[config.mk]
export PLATFORM = sky130hd
export DESIGN_NAME = epi_ctrl
export DESIGN_NICKNAME = d
export VERILOG_FILES = /design/src/hw/epi_pkg.sv /design/src/hw/epi_detect.sv /design/src/hw/epi_ctrl.sv
export SDC_FILE = /design/constraint.sdc
export NUM_CORES = 1
export LEC_CHECK = 0
export ABC_AREA = 1
export BUFFER_PORTS_ARGS = -buffer_cell sky130_fd_sc_hd__buf_2
export CAP_MARGIN = 15
export CORE_MARGIN = 2
export CORE_UTILIZATION = 42
export CTS_BUF_LIST = sky130_fd_sc_hd__clkbuf_16
export CTS_CLUSTER_DIAMETER = 60
export DETAILED_ROUTE_END_ITERATION = 6
export GPL_ROUTABILITY_DRIVEN = 0
export PLACE_DENSITY = 0.71
export SLEW_MARGIN = 0
export SYNTH_ARGS = -nofsm -noshare
export SYNTH_HDL_FRONTEND = slang
export SYNTH_HIERARCHICAL = 1
export SYNTH_SLANG_ARGS = --single-unit
[constraint.sdc]
create_clock -name mclk -period 1.04 [get_ports mclk]
set_clock_uncertainty 0.05 [all_clocks]
set_input_delay 0 -clock mclk [delete_from_list [all_inputs] [get_ports mclk]]
set_output_delay 0 -clock mclk [all_outputs]
set_load 0.005 [all_outputs]
[src/hw/epi_pkg.sv]
package epi_pkg;

  // Register offsets (byte addresses, one word each).
  localparam logic [3:0] EPI_OFS_PIN_A_CTRL  = 4'h0;
  localparam logic [3:0] EPI_OFS_PIN_B_CTRL  = 4'h4;
  localparam logic [3:0] EPI_OFS_IRQ_EN_ONE  = 4'h8;
  localparam logic [3:0] EPI_OFS_STATUS      = 4'hC;
  localparam int         EPI_ADDR_W          = 4;

  // Pin control register fields.
  localparam int EPI_CTL_INPUT_EN = 3;
  localparam int EPI_CTL_POLARITY = 2;
  localparam int EPI_CTL_BOTH     = 1;
  localparam int EPI_CTL_SYNC_SEL = 0;
  localparam logic [3:0] EPI_CTL_RESET    = 4'h0;
  localparam logic [3:0] EPI_IRQ_EN_RESET = 4'h0;

  // Enable register fields.
  localparam int EPI_EN_EXT_A = 0;
  localparam int EPI_EN_EXT_B = 1;

  // Status register fields.
  localparam int EPI_ST_FLAG_A     = 0;
  localparam int EPI_ST_FLAG_B     = 1;
  localparam int EPI_ST_POWER_DOWN = 2;
  localparam int EPI_ST_WAKE_A     = 3;
  localparam int EPI_ST_WAKE_B     = 4;

  // Command codes presented by the instruction side, one per cycle.
  localparam logic [2:0] EPI_CMD_NONE      = 3'h0;
  localparam logic [2:0] EPI_CMD_SKIP_A    = 3'h1;
  localparam logic [2:0] EPI_CMD_SKIP_B    = 3'h2;
  localparam logic [2:0] EPI_CMD_ARM       = 3'h3;
  localparam logic [2:0] EPI_CMD_PD        = 3'h4;
  localparam logic [2:0] EPI_CMD_PD_KEEP   = 3'h5;
  localparam logic [2:0] EPI_CMD_WAKE_EN_A = 3'h6;
  localparam logic [2:0] EPI_CMD_WAKE_EN_B = 3'h7;

  typedef enum logic [2:0] {
    EPI_RUN   = 3'b001,
    EPI_ARMED = 3'b010,
    EPI_DOWN  = 3'b100
  } epi_pwr_e;

  typedef struct packed {
    logic [2:0] cmd;
    logic       wdata;
  } epi_cmd_s;

  typedef struct packed {
    logic                  read;
    logic                  write;
    logic [EPI_ADDR_W-1:0] address;
    logic [31:0]           writedata;
  } epi_bus_req_s;

  typedef struct packed {
    logic [31:0] readdata;
    logic        waitrequest;
  } epi_bus_rsp_s;

endpackage : epi_pkg

[src/hw/epi_detect.sv]
`timescale 1ns/1ps
// Edge/level detector for one external pin, with synchroniser.
module epi_detect (
  input  wire logic       mclk,
  input  wire logic       reset,
  input  wire logic       pin,
  input  wire logic [3:0] ctrl,
  output logic            hit,
  output logic            level_ok
);
  import epi_pkg::*;

  typedef struct packed {
    logic s1;
    logic s2;
    logic gated;
    logic hit;
    logic level_ok;
  } epi_det_s;

  epi_det_s st;
  epi_det_s next_st;

  // The gated level is what the edge logic sees, so toggling enable or polarity can look
  // like an edge; that spurious set is the documented behaviour, not a bug.
  always_comb begin
    logic lvl;
    lvl = 1'b0;
    next_st    = st;
    next_st.s1 = pin;
    next_st.s2 = st.s1;
    lvl = ctrl[EPI_CTL_INPUT_EN] & (st.s2 ~^ ctrl[EPI_CTL_POLARITY]);
    next_st.gated    = lvl;
    next_st.level_ok = lvl;
    if (ctrl[EPI_CTL_BOTH]) begin
      next_st.hit = lvl ^ st.gated;
    end else begin
      next_st.hit = lvl & ~st.gated;
    end
  end

  always_ff @(posedge mclk or posedge reset) begin
    if (reset) begin
      st <= '0;
    end else begin
      st <= next_st;
    end
  end

  assign hit      = st.hit;
  assign level_ok = st.level_ok;

endmodule : epi_detect

[src/hw/epi_ctrl.sv]
`timescale 1ns/1ps
module epi_ctrl (
  input  wire logic                  mclk,
  input  wire logic                  reset,
  input  wire epi_pkg::epi_bus_req_s bus_req,
  output epi_pkg::epi_bus_rsp_s      bus_rsp,
  input  wire epi_pkg::epi_cmd_s     cmd_in,
  input  wire logic                  irq_ack_a,
  input  wire logic                  irq_ack_b,
  input  wire logic                  ext_irq_pin_a,
  input  wire logic                  ext_irq_pin_b,
  input  wire logic                  port_out_a,
  input  wire logic                  port_out_b,
  output logic                       shared_port_a,
  output logic                       shared_port_b,
  output logic                       skip_taken,
  output logic                       power_down,
  output logic                       irq
);
  import epi_pkg::*;

  typedef struct packed {
    logic [3:0]  pin_a_control_reg;
    logic [3:0]  pin_b_control_reg;
    logic [3:0]  irq_enable_reg_one;
    logic        ext0_request_flag;
    logic        ext1_request_flag;
    logic        wakeup_enable_pin_a;
    logic        wakeup_enable_pin_b;
    epi_pwr_e    pwr;
    logic        ack;
    logic [31:0] rdata;
    logic        skip_taken;
    logic        port_a;
    logic        port_b;
    logic        irq;
  } epi_ctl_s;

  epi_ctl_s   st;
  epi_ctl_s   next_st;
  logic       hit_a;
  logic       hit_b;
  logic       lvl_a;
  logic       lvl_b;

  // Both pins share one detector design; the synchroniser lives inside it.
  epi_detect u_det_a (
    .mclk     (mclk),
    .reset    (reset),
    .pin      (ext_irq_pin_a),
    .ctrl     (st.pin_a_control_reg),
    .hit      (hit_a),
    .level_ok (lvl_a)
  );

  epi_detect u_det_b (
    .mclk     (mclk),
    .reset    (reset),
    .pin      (ext_irq_pin_b),
    .ctrl     (st.pin_b_control_reg),
    .hit      (hit_b),
    .level_ok (lvl_b)
  );

  // Status word as software sees it.
  function automatic logic [31:0] status_word(input epi_ctl_s s);
    logic [31:0] w;
    w = 32'h0;
    w[EPI_ST_FLAG_A]     = s.ext0_request_flag;
    w[EPI_ST_FLAG_B]     = s.ext1_request_flag;
    w[EPI_ST_POWER_DOWN] = (s.pwr == EPI_DOWN);
    w[EPI_ST_WAKE_A]     = s.wakeup_enable_pin_a;
    w[EPI_ST_WAKE_B]     = s.wakeup_enable_pin_b;
    return w;
  endfunction : status_word

  // One process holds registers, flags, the arm sequence and the bus answer.
  // Every access answers one cycle after it is seen: waitrequest is high until then.
  always_comb begin
    logic clr_a;
    logic clr_b;
    logic wr;
    clr_a = 1'b0;
    clr_b = 1'b0;
    wr    = 1'b0;
    next_st            = st;
    next_st.skip_taken = 1'b0;
    next_st.ack        = 1'b0;
    // Port drivers pass through one register stage, interrupt mode or not.
    next_st.port_a = port_out_a;
    next_st.port_b = port_out_b;

    if ((bus_req.read | bus_req.write) & ~st.ack) begin
      next_st.ack = 1'b1;
      unique case (bus_req.address)
        EPI_OFS_PIN_A_CTRL: next_st.rdata = {28'h0, st.pin_a_control_reg};
        EPI_OFS_PIN_B_CTRL: next_st.rdata = {28'h0, st.pin_b_control_reg};
        EPI_OFS_IRQ_EN_ONE: next_st.rdata = {28'h0, st.irq_enable_reg_one};
        EPI_OFS_STATUS:     next_st.rdata = status_word(st);
        default:            next_st.rdata = 32'h0;
      endcase
    end

    // A write lands only on the edge where the master sees waitrequest low.
    wr = bus_req.write & st.ack;
    if (wr) begin
      unique case (bus_req.address)
        EPI_OFS_PIN_A_CTRL: next_st.pin_a_control_reg  = bus_req.writedata[3:0];
        EPI_OFS_PIN_B_CTRL: next_st.pin_b_control_reg  = bus_req.writedata[3:0];
        EPI_OFS_IRQ_EN_ONE: next_st.irq_enable_reg_one = bus_req.writedata[3:0];
        EPI_OFS_STATUS: begin
          // Writing a one clears a flag; an edge in the same cycle still wins below.
          clr_a = bus_req.writedata[EPI_ST_FLAG_A];
          clr_b = bus_req.writedata[EPI_ST_FLAG_B];
        end
        default: ;
      endcase
    end

    // Skip-test clears only while the interrupt is disabled; acceptance also clears.
    unique case (cmd_in.cmd)
      EPI_CMD_SKIP_A: begin
        if (~st.irq_enable_reg_one[EPI_EN_EXT_A]) begin
          clr_a = 1'b1;
          next_st.skip_taken = st.ext0_request_flag;
        end
      end
      EPI_CMD_SKIP_B: begin
        if (~st.irq_enable_reg_one[EPI_EN_EXT_B]) begin
          clr_b = 1'b1;
          next_st.skip_taken = st.ext1_request_flag;
        end
      end
      EPI_CMD_WAKE_EN_A: next_st.wakeup_enable_pin_a = cmd_in.wdata;
      EPI_CMD_WAKE_EN_B: next_st.wakeup_enable_pin_b = cmd_in.wdata;
      default: ;
    endcase
    clr_a = clr_a | irq_ack_a;
    clr_b = clr_b | irq_ack_b;

    // Set wins over clear so an edge in the clearing cycle is kept.
    next_st.ext0_request_flag = hit_a | (st.ext0_request_flag & ~clr_a);
    next_st.ext1_request_flag = hit_b | (st.ext1_request_flag & ~clr_b);

    // Arm, then power-down must be the next command other than a repeated arm, which keeps the sequence armed.
    unique case (st.pwr)
      EPI_RUN: begin
        if (cmd_in.cmd == EPI_CMD_ARM) begin
          next_st.pwr = EPI_ARMED;
        end
      end
      EPI_ARMED: begin
        if (cmd_in.cmd == EPI_CMD_PD || cmd_in.cmd == EPI_CMD_PD_KEEP) begin
          next_st.pwr = EPI_DOWN;
        end else if (cmd_in.cmd != EPI_CMD_ARM) begin
          next_st.pwr = EPI_RUN;
        end
      end
      EPI_DOWN: begin
        if ((st.wakeup_enable_pin_a & lvl_a) | (st.wakeup_enable_pin_b & lvl_b)) begin
          next_st.pwr = EPI_RUN;
        end
      end
      default: next_st.pwr = EPI_RUN;
    endcase

    next_st.irq = (next_st.ext0_request_flag & next_st.irq_enable_reg_one[EPI_EN_EXT_A])
                | (next_st.ext1_request_flag & next_st.irq_enable_reg_one[EPI_EN_EXT_B]);
  end

  always_ff @(posedge mclk or posedge reset) begin
    if (reset) begin
      st                    <= '0;
      st.pin_a_control_reg  <= EPI_CTL_RESET;
      st.pin_b_control_reg  <= EPI_CTL_RESET;
      st.irq_enable_reg_one <= EPI_IRQ_EN_RESET;
      st.pwr                <= EPI_RUN;
    end else begin
      st <= next_st;
    end
  end

  assign bus_rsp.readdata    = st.rdata;
  assign bus_rsp.waitrequest = ~st.ack;
  assign shared_port_a       = st.port_a;
  assign shared_port_b       = st.port_b;
  assign skip_taken          = st.skip_taken;
  assign power_down          = st.pwr[2]; // One-hot, so the down bit is the flop itself.
  assign irq                 = st.irq;

  // Assertions.
  property p_pd_only_after_arm;
    @(posedge mclk) disable iff (reset)
      $rose(power_down) |-> $past(st.pwr) == EPI_ARMED;
  endproperty
  a_pd_only_after_arm: assert property (p_pd_only_after_arm)
    else $error("Power down entered without arming.");

  property p_lone_pd;
    @(posedge mclk) disable iff (reset)
      (st.pwr == EPI_RUN && cmd_in.cmd == EPI_CMD_PD) |=> !power_down;
  endproperty
  a_lone_pd: assert property (p_lone_pd)
    else $error("Lone power-down command entered power down.");

  property p_flag_sticky_a;
    @(posedge mclk) disable iff (reset)
      (st.ext0_request_flag && !irq_ack_a && cmd_in.cmd != EPI_CMD_SKIP_A
       && !(bus_req.write && st.ack && bus_req.address == EPI_OFS_STATUS))
       |=> st.ext0_request_flag;
  endproperty
  a_flag_sticky_a: assert property (p_flag_sticky_a)
    else $error("Flag A dropped without a clear.");

  property p_hit_sets_b;
    @(posedge mclk) disable iff (reset)
      hit_b |=> st.ext1_request_flag;
  endproperty
  a_hit_sets_b: assert property (p_hit_sets_b)
    else $error("Flag B not set on a detected edge.");

  property p_disabled_quiet;
    @(posedge mclk) disable iff (reset)
      (!st.pin_a_control_reg[EPI_CTL_INPUT_EN])[*3] |=> !hit_a;
  endproperty
  a_disabled_quiet: assert property (p_disabled_quiet)
    else $error("Disabled pin A produced an edge.");

  property p_skip_masked;
    @(posedge mclk) disable iff (reset)
      (cmd_in.cmd == EPI_CMD_SKIP_A && st.irq_enable_reg_one[EPI_EN_EXT_A]
       && st.ext0_request_flag && !irq_ack_a) |=> st.ext0_request_flag && !skip_taken;
  endproperty
  a_skip_masked: assert property (p_skip_masked)
    else $error("Skip-test acted while interrupt enabled.");

  property p_port_pass;
    @(posedge mclk) disable iff (reset)
      1'b1 |=> shared_port_a == $past(port_out_a) && shared_port_b == $past(port_out_b);
  endproperty
  a_port_pass: assert property (p_port_pass)
    else $error("Shared port output not driven.");

  property p_bus_answer;
    @(posedge mclk) disable iff (reset)
      (bus_req.read || bus_req.write) |-> ##[0:1] !bus_rsp.waitrequest;
  endproperty
  a_bus_answer: assert property (p_bus_answer)
    else $error("Bus access not answered in one cycle.");

  property p_both_edges;
    @(posedge mclk) disable iff (reset)
      ($past(st.pin_b_control_reg[EPI_CTL_BOTH]) && $fell(lvl_b)) |-> hit_b;
  endproperty
  a_both_edges: assert property (p_both_edges)
    else $error("Falling edge missed in both-edge mode.");

  c_power_down: cover property (@(posedge mclk) disable iff (reset) $rose(power_down));
  c_flag_a:     cover property (@(posedge mclk) disable iff (reset) $rose(st.ext0_request_flag));
  c_skip:       cover property (@(posedge mclk) disable iff (reset) skip_taken);
  c_irq:        cover property (@(posedge mclk) disable iff (reset) irq);

endmodule : epi_ctrl

* Word level (Yosys, flattened, before mapping)
Cells that the tools add are included.
** Storage, ports and cells
- Register bits :: 64
- Output and inout port bits :: 38
- Logic and storage cells :: 96
** Cells by class
- Equality and inequality tests :: 17
- Muxes and demuxes :: 22
- Bitwise gates (word level) :: 28
- Reduce and logical (&&, ||, !) cells :: 6
** Operators by type and width (count)
- 2-to-1 mux 33 bit :: 1
- one-hot mux 5 bit (4 select lines) :: 1
- equality test 3 bit (second input constant) :: 5
- AND 1 bit :: 12
- 2-to-1 mux 1 bit :: 12
- 2-to-1 mux 3 bit :: 4
- equality test 3 x 2 -> 1 bit (second input constant) :: 3
- one-hot mux 3 bit (3 select lines) :: 1
- equality test 4 bit (second input constant) :: 2
- OR 1 bit :: 7
- equality test 3 x 1 -> 1 bit (second input constant) :: 2
- AND reduction 2 bit :: 3
- inverter 1 bit :: 5
- equality test 4 x 3 -> 1 bit (second input constant) :: 1
- logical NOT 4 bit :: 1
- 2-to-1 mux 2 bit :: 2
- != test 3 x 2 -> 1 bit (second input constant) :: 1
- != test 3 bit (second input constant) :: 1
- AND reduction 3 bit :: 1
- != test 2 x 1 -> 1 bit (second input constant) :: 1
- != test 2 bit (second input constant) :: 1
- one-hot mux 1 bit (2 select lines) :: 1
- bitwise XNOR 1 bit :: 2
- XOR 1 bit :: 2
- logical OR 1 bit :: 1

* Longest topological paths before layout
- Depth after elaboration :: 11
- Depth in mapped cells :: 8
- Gate-level depth less buffers :: 8

* Modules after synthesis
Netlist, hierarchy kept.
** Modules (own cells, without submodules)
- epi_ctrl :: instances 1, cells each 214, area each 1662.8 sq um, sequential area each 726.9 sq um
- epi_detect :: instances 2, cells each 14, area each 147.6 sq um, sequential area each 100.1 sq um

* Least setup slack after synthesis
OpenSTA, ideal clock, no wires.
- Path type :: register -> register
- Start :: reg st[37] in the netlist's numbering
- End :: reg st, in the netlist bus_rsp[3]
- Library setup time :: 0.123 ns
- Arrival :: 0.912 ns
- Slack :: -0.045 ns
- Cell stages (with the launch flop) :: 8
- Buffers on the path :: 0
- Cells stage by stage :: dfstp_2 > inv_1 > nand2_1 > nor2_1 > nand2_1 > nand2_1 > o21ai_0 > nand2_1
** On the way
- Word-level cells in the longest chain between the ends :: 2
** RTL lines
- from (decl) :: RTL line epi_ctrl.sv:39 : epi_ctl_s st;
- from (signal assigned) :: RTL line epi_ctrl.sv:179 : st <= next_st;
- equality test 3 bit :: RTL line epi_ctrl.sv:71 : w[EPI_ST_POWER_DOWN] = (s.pwr == EPI_DOWN);
- one-hot mux 5 bit (4 select lines) :: RTL line epi_ctrl.sv:95 : unique case (bus_req.address)
Every way passes these cells.
A chain may end at the register's enable or synchronous reset.

==> flow_summary.yaml <==
run_status:
  status: "finished, violations left"
  violations: "hold timing, setup timing"
drt:
  routed_wl_um: 3864
  ant_nets: 0
  wire_per_inst_um: 11.10
  via_per_inst: 4.520
  via_count: 1573
  drc: 0
  drt-initial-drc-count: 83
  drt-pass1-iter-count: 4
clock_network:
  clkTransAtPathRegs_ns: 0.06
  cts_buffers: 5
  clk_path_buf_depth: 2
  cts_root_buf: "clkbuf_16"
  clk_latency_ns: 0.28
  clock-sinks: 37
  cts_tree: "built"
  cts_max_level: 2
placed_design:
  post_dp_cell_area_mm2: 0.002125
  hpwl_um: 2887
  dpl.cell_count: 330
  portBuffers: 32
  dp_slack_ns: -0.08044
floorplanning:
  die_area_mm2: 0.005224
  placement_rows: 24
  io_pins: 88
  die_h_um: 72.28
  core_mm2: 0.004414
  die_x_um: 72.28
  start_util_pct: 44.36
layout:
  top_register: "st"
  largest_reg_flops: 19
  diodes: 0
  layout-drive-gt1-share_pct: 28.72
  layout.cells.non_filler: 348
  area_growth_pct: 25.24
  fillCellCount: 395
  stdcell_area_mm2: 0.002452
  final_core_util_pct: 55.56
  nets: 348
setup_path:
  timing.rr.start: "st[50]"
  arrival_ns: 1.27
  cp-startpoint: "st[50]"
  cp_top_family: "flip-flops"
  worstRegToRegCells: 6
  crit_type: "flip-flop to flip-flop"
  cp-start-kind: "flip-flop"
  cpMaxStageDelayCell: "dfrtp_1"
  cpMostUsedCell: "nand2_1"
  worstPathRequired_ns: 1.20
  slowest_delay_ns: 0.37
  worst-path-stages: 6
  path_cells: "inv_1 > nand2_1 > nand2_1 > nor2_2 > ha_1 > a21oi_2"
  critPathCaptureType: "flip-flop"
  worstPathMaxFanout: 2
  path_buf_inv: 1
yosys:
  synth_seq_cells: 37
  ys_seq_area_share_pct: 47.35
  postSynthAreaPerCell_um2: 8.091
  synth.area.top_cells: "dfrtp_1 46%, buf_4 12%, nand2_1 12%, nand3_1 5.9%, inv_1 5.8%"
  yosysTopAreaCell: "dfrtp_1"
  synth_top_area_share_pct: 46.01
  synth.distinct_cells: 20
  synthCells: 242
  synth_area_mm2: 0.001958
  yosysWarningCount: 6
worst_hold_path:
  hp-class: "input pin to flip-flop"
  holdPathStages: 3
  hold_start: "bus_req[1]"
sta:
  slew_violations: 0
  rsz0062_at_grt: "yes"
  setup_viol: 6
  min_period_ns: 1.110
  hold_viol_final: 1
  clock.fmax_mhz: 900.8
  period_share_pct: 106.7
  timing.hold.ws_ns: -0.0006268
  final.setup.tns_ns: -0.2773
  final.setup.worst_slack_ns: -0.07011
grt:
  grt.overflow.total: 0
  grt_pass1_vias: 1466
  antenna_found_initial: 0
  grt_pass1_wl_um: 6555
  grtUsageTotal_pct: 16.35
  grt_max_degree: 30
power_and_ir_drop:
  p_per_area_mw_per_mm2: 1724
  p_leak_nw: 1.336
  total_power_mw: 4.227
  ir_drop_v: 0.001205
job:
  drv_cap: 0
## synthesized netlist by cell type
cell / instances
a31oi_1: 1
inv_1: 30
buf_4: 32
buf_6: 1
nand3_2: 1
o21ai_0: 17
nor2_2: 2
dfstp_2: 1
ha_1: 2
nand3_1: 23
nor2_1: 17
nand3_4: 1
nand4_1: 2
a21oi_1: 5
conb_1: 1
nand2_1: 64
o21ai_2: 1
nor2_4: 3
inv_2: 2
dfrtp_1: 36
## area by class of cell
cell class              instances  area [um2]  area share [%]
repair buffers                 54       366.6           14.95
well taps                      52       65.06           2.653
multi-input cells             166       834.6           34.03
clock buffers                   5       125.1           5.102
clock inverters                 2       11.26          0.4592
inverters                      32       122.6           5.000
flip-flops and latches         37       927.1           37.81
## cell families after synthesis
kind of cell / share of synthesized area [%]
AND/OR/NAND/NOR: 25.81
AO/OA/AOI/OAI: 6.390
buffers and inverters: 18.98
adder cells (fa/ha/maj): 1.278
flip-flops: 47.35
other: 0.1915
## cells in the final DEF (no fill, tap or decap)
cell            n
nand2_1        56
dfrtp_1        36
buf_2          32
conb_1         27
inv_1          25
nand3_1        20
nor2_1         11
dlygate4sd3_1  10
buf_4          10
o21ai_0         9
nand2_2         8
o21ai_1         7
nor2_2          7
inv_2           6
clkbuf_16       5
a21oi_1         4
nor2_4          4
nand3_4         3
nand3_2         2
o21ai_2         2
nand4_1         2
ha_1            2
a31oi_1         1
inv_4           1
clkinv_1        1
clkinvlp_4      1
buf_6           1
buf_12          1
dfstp_2         1
a21oi_2         1
## where the power goes
group	total (mW)	switching [mW]	internal, mW
clock network	1.42	0.559	0.865
logic	0.927	0.513	0.414
registers	1.88	0.170	1.71
## repair_timing
| action | CTS | global route |
|---|---|---|
| hold buffers | 10 | 0 |
| endpoints found under the hold margin | 48 | 0 |
| buffers inserted | 1 | 0 |
| endpoints found under the setup margin | 17 | 21 |
| gates resized for setup | 20 | 15 |
| pin swaps | 11 | 10 |
## per-layer routing
metal	GRT usage [%]	share of wire, %	vias to the layer above
met5	0	0	-
met4	5.660	1.1	0
met3	3.472	4.9	4
met2	27.12	49	48
met1	21.22	45	717
li1	-	-	804
## worst min-delay path: stages
cell,delay (ns)
buf_2,0.07
inv_1,0.08
o21ai_1,0.13
## worst paths after layout
kind,endpoint,slack [ns]
min reg2reg,u_det_b/st[3],0.30
min,st[49],-0.0006
max reg2reg,u_det_b/hit,-0.07
min in group asynchronous,u_det_a/next_st[3],0.11
max in group asynchronous,st[37],0.43
max,u_det_b/hit,-0.07
Power figures use the tool's default switching activity.
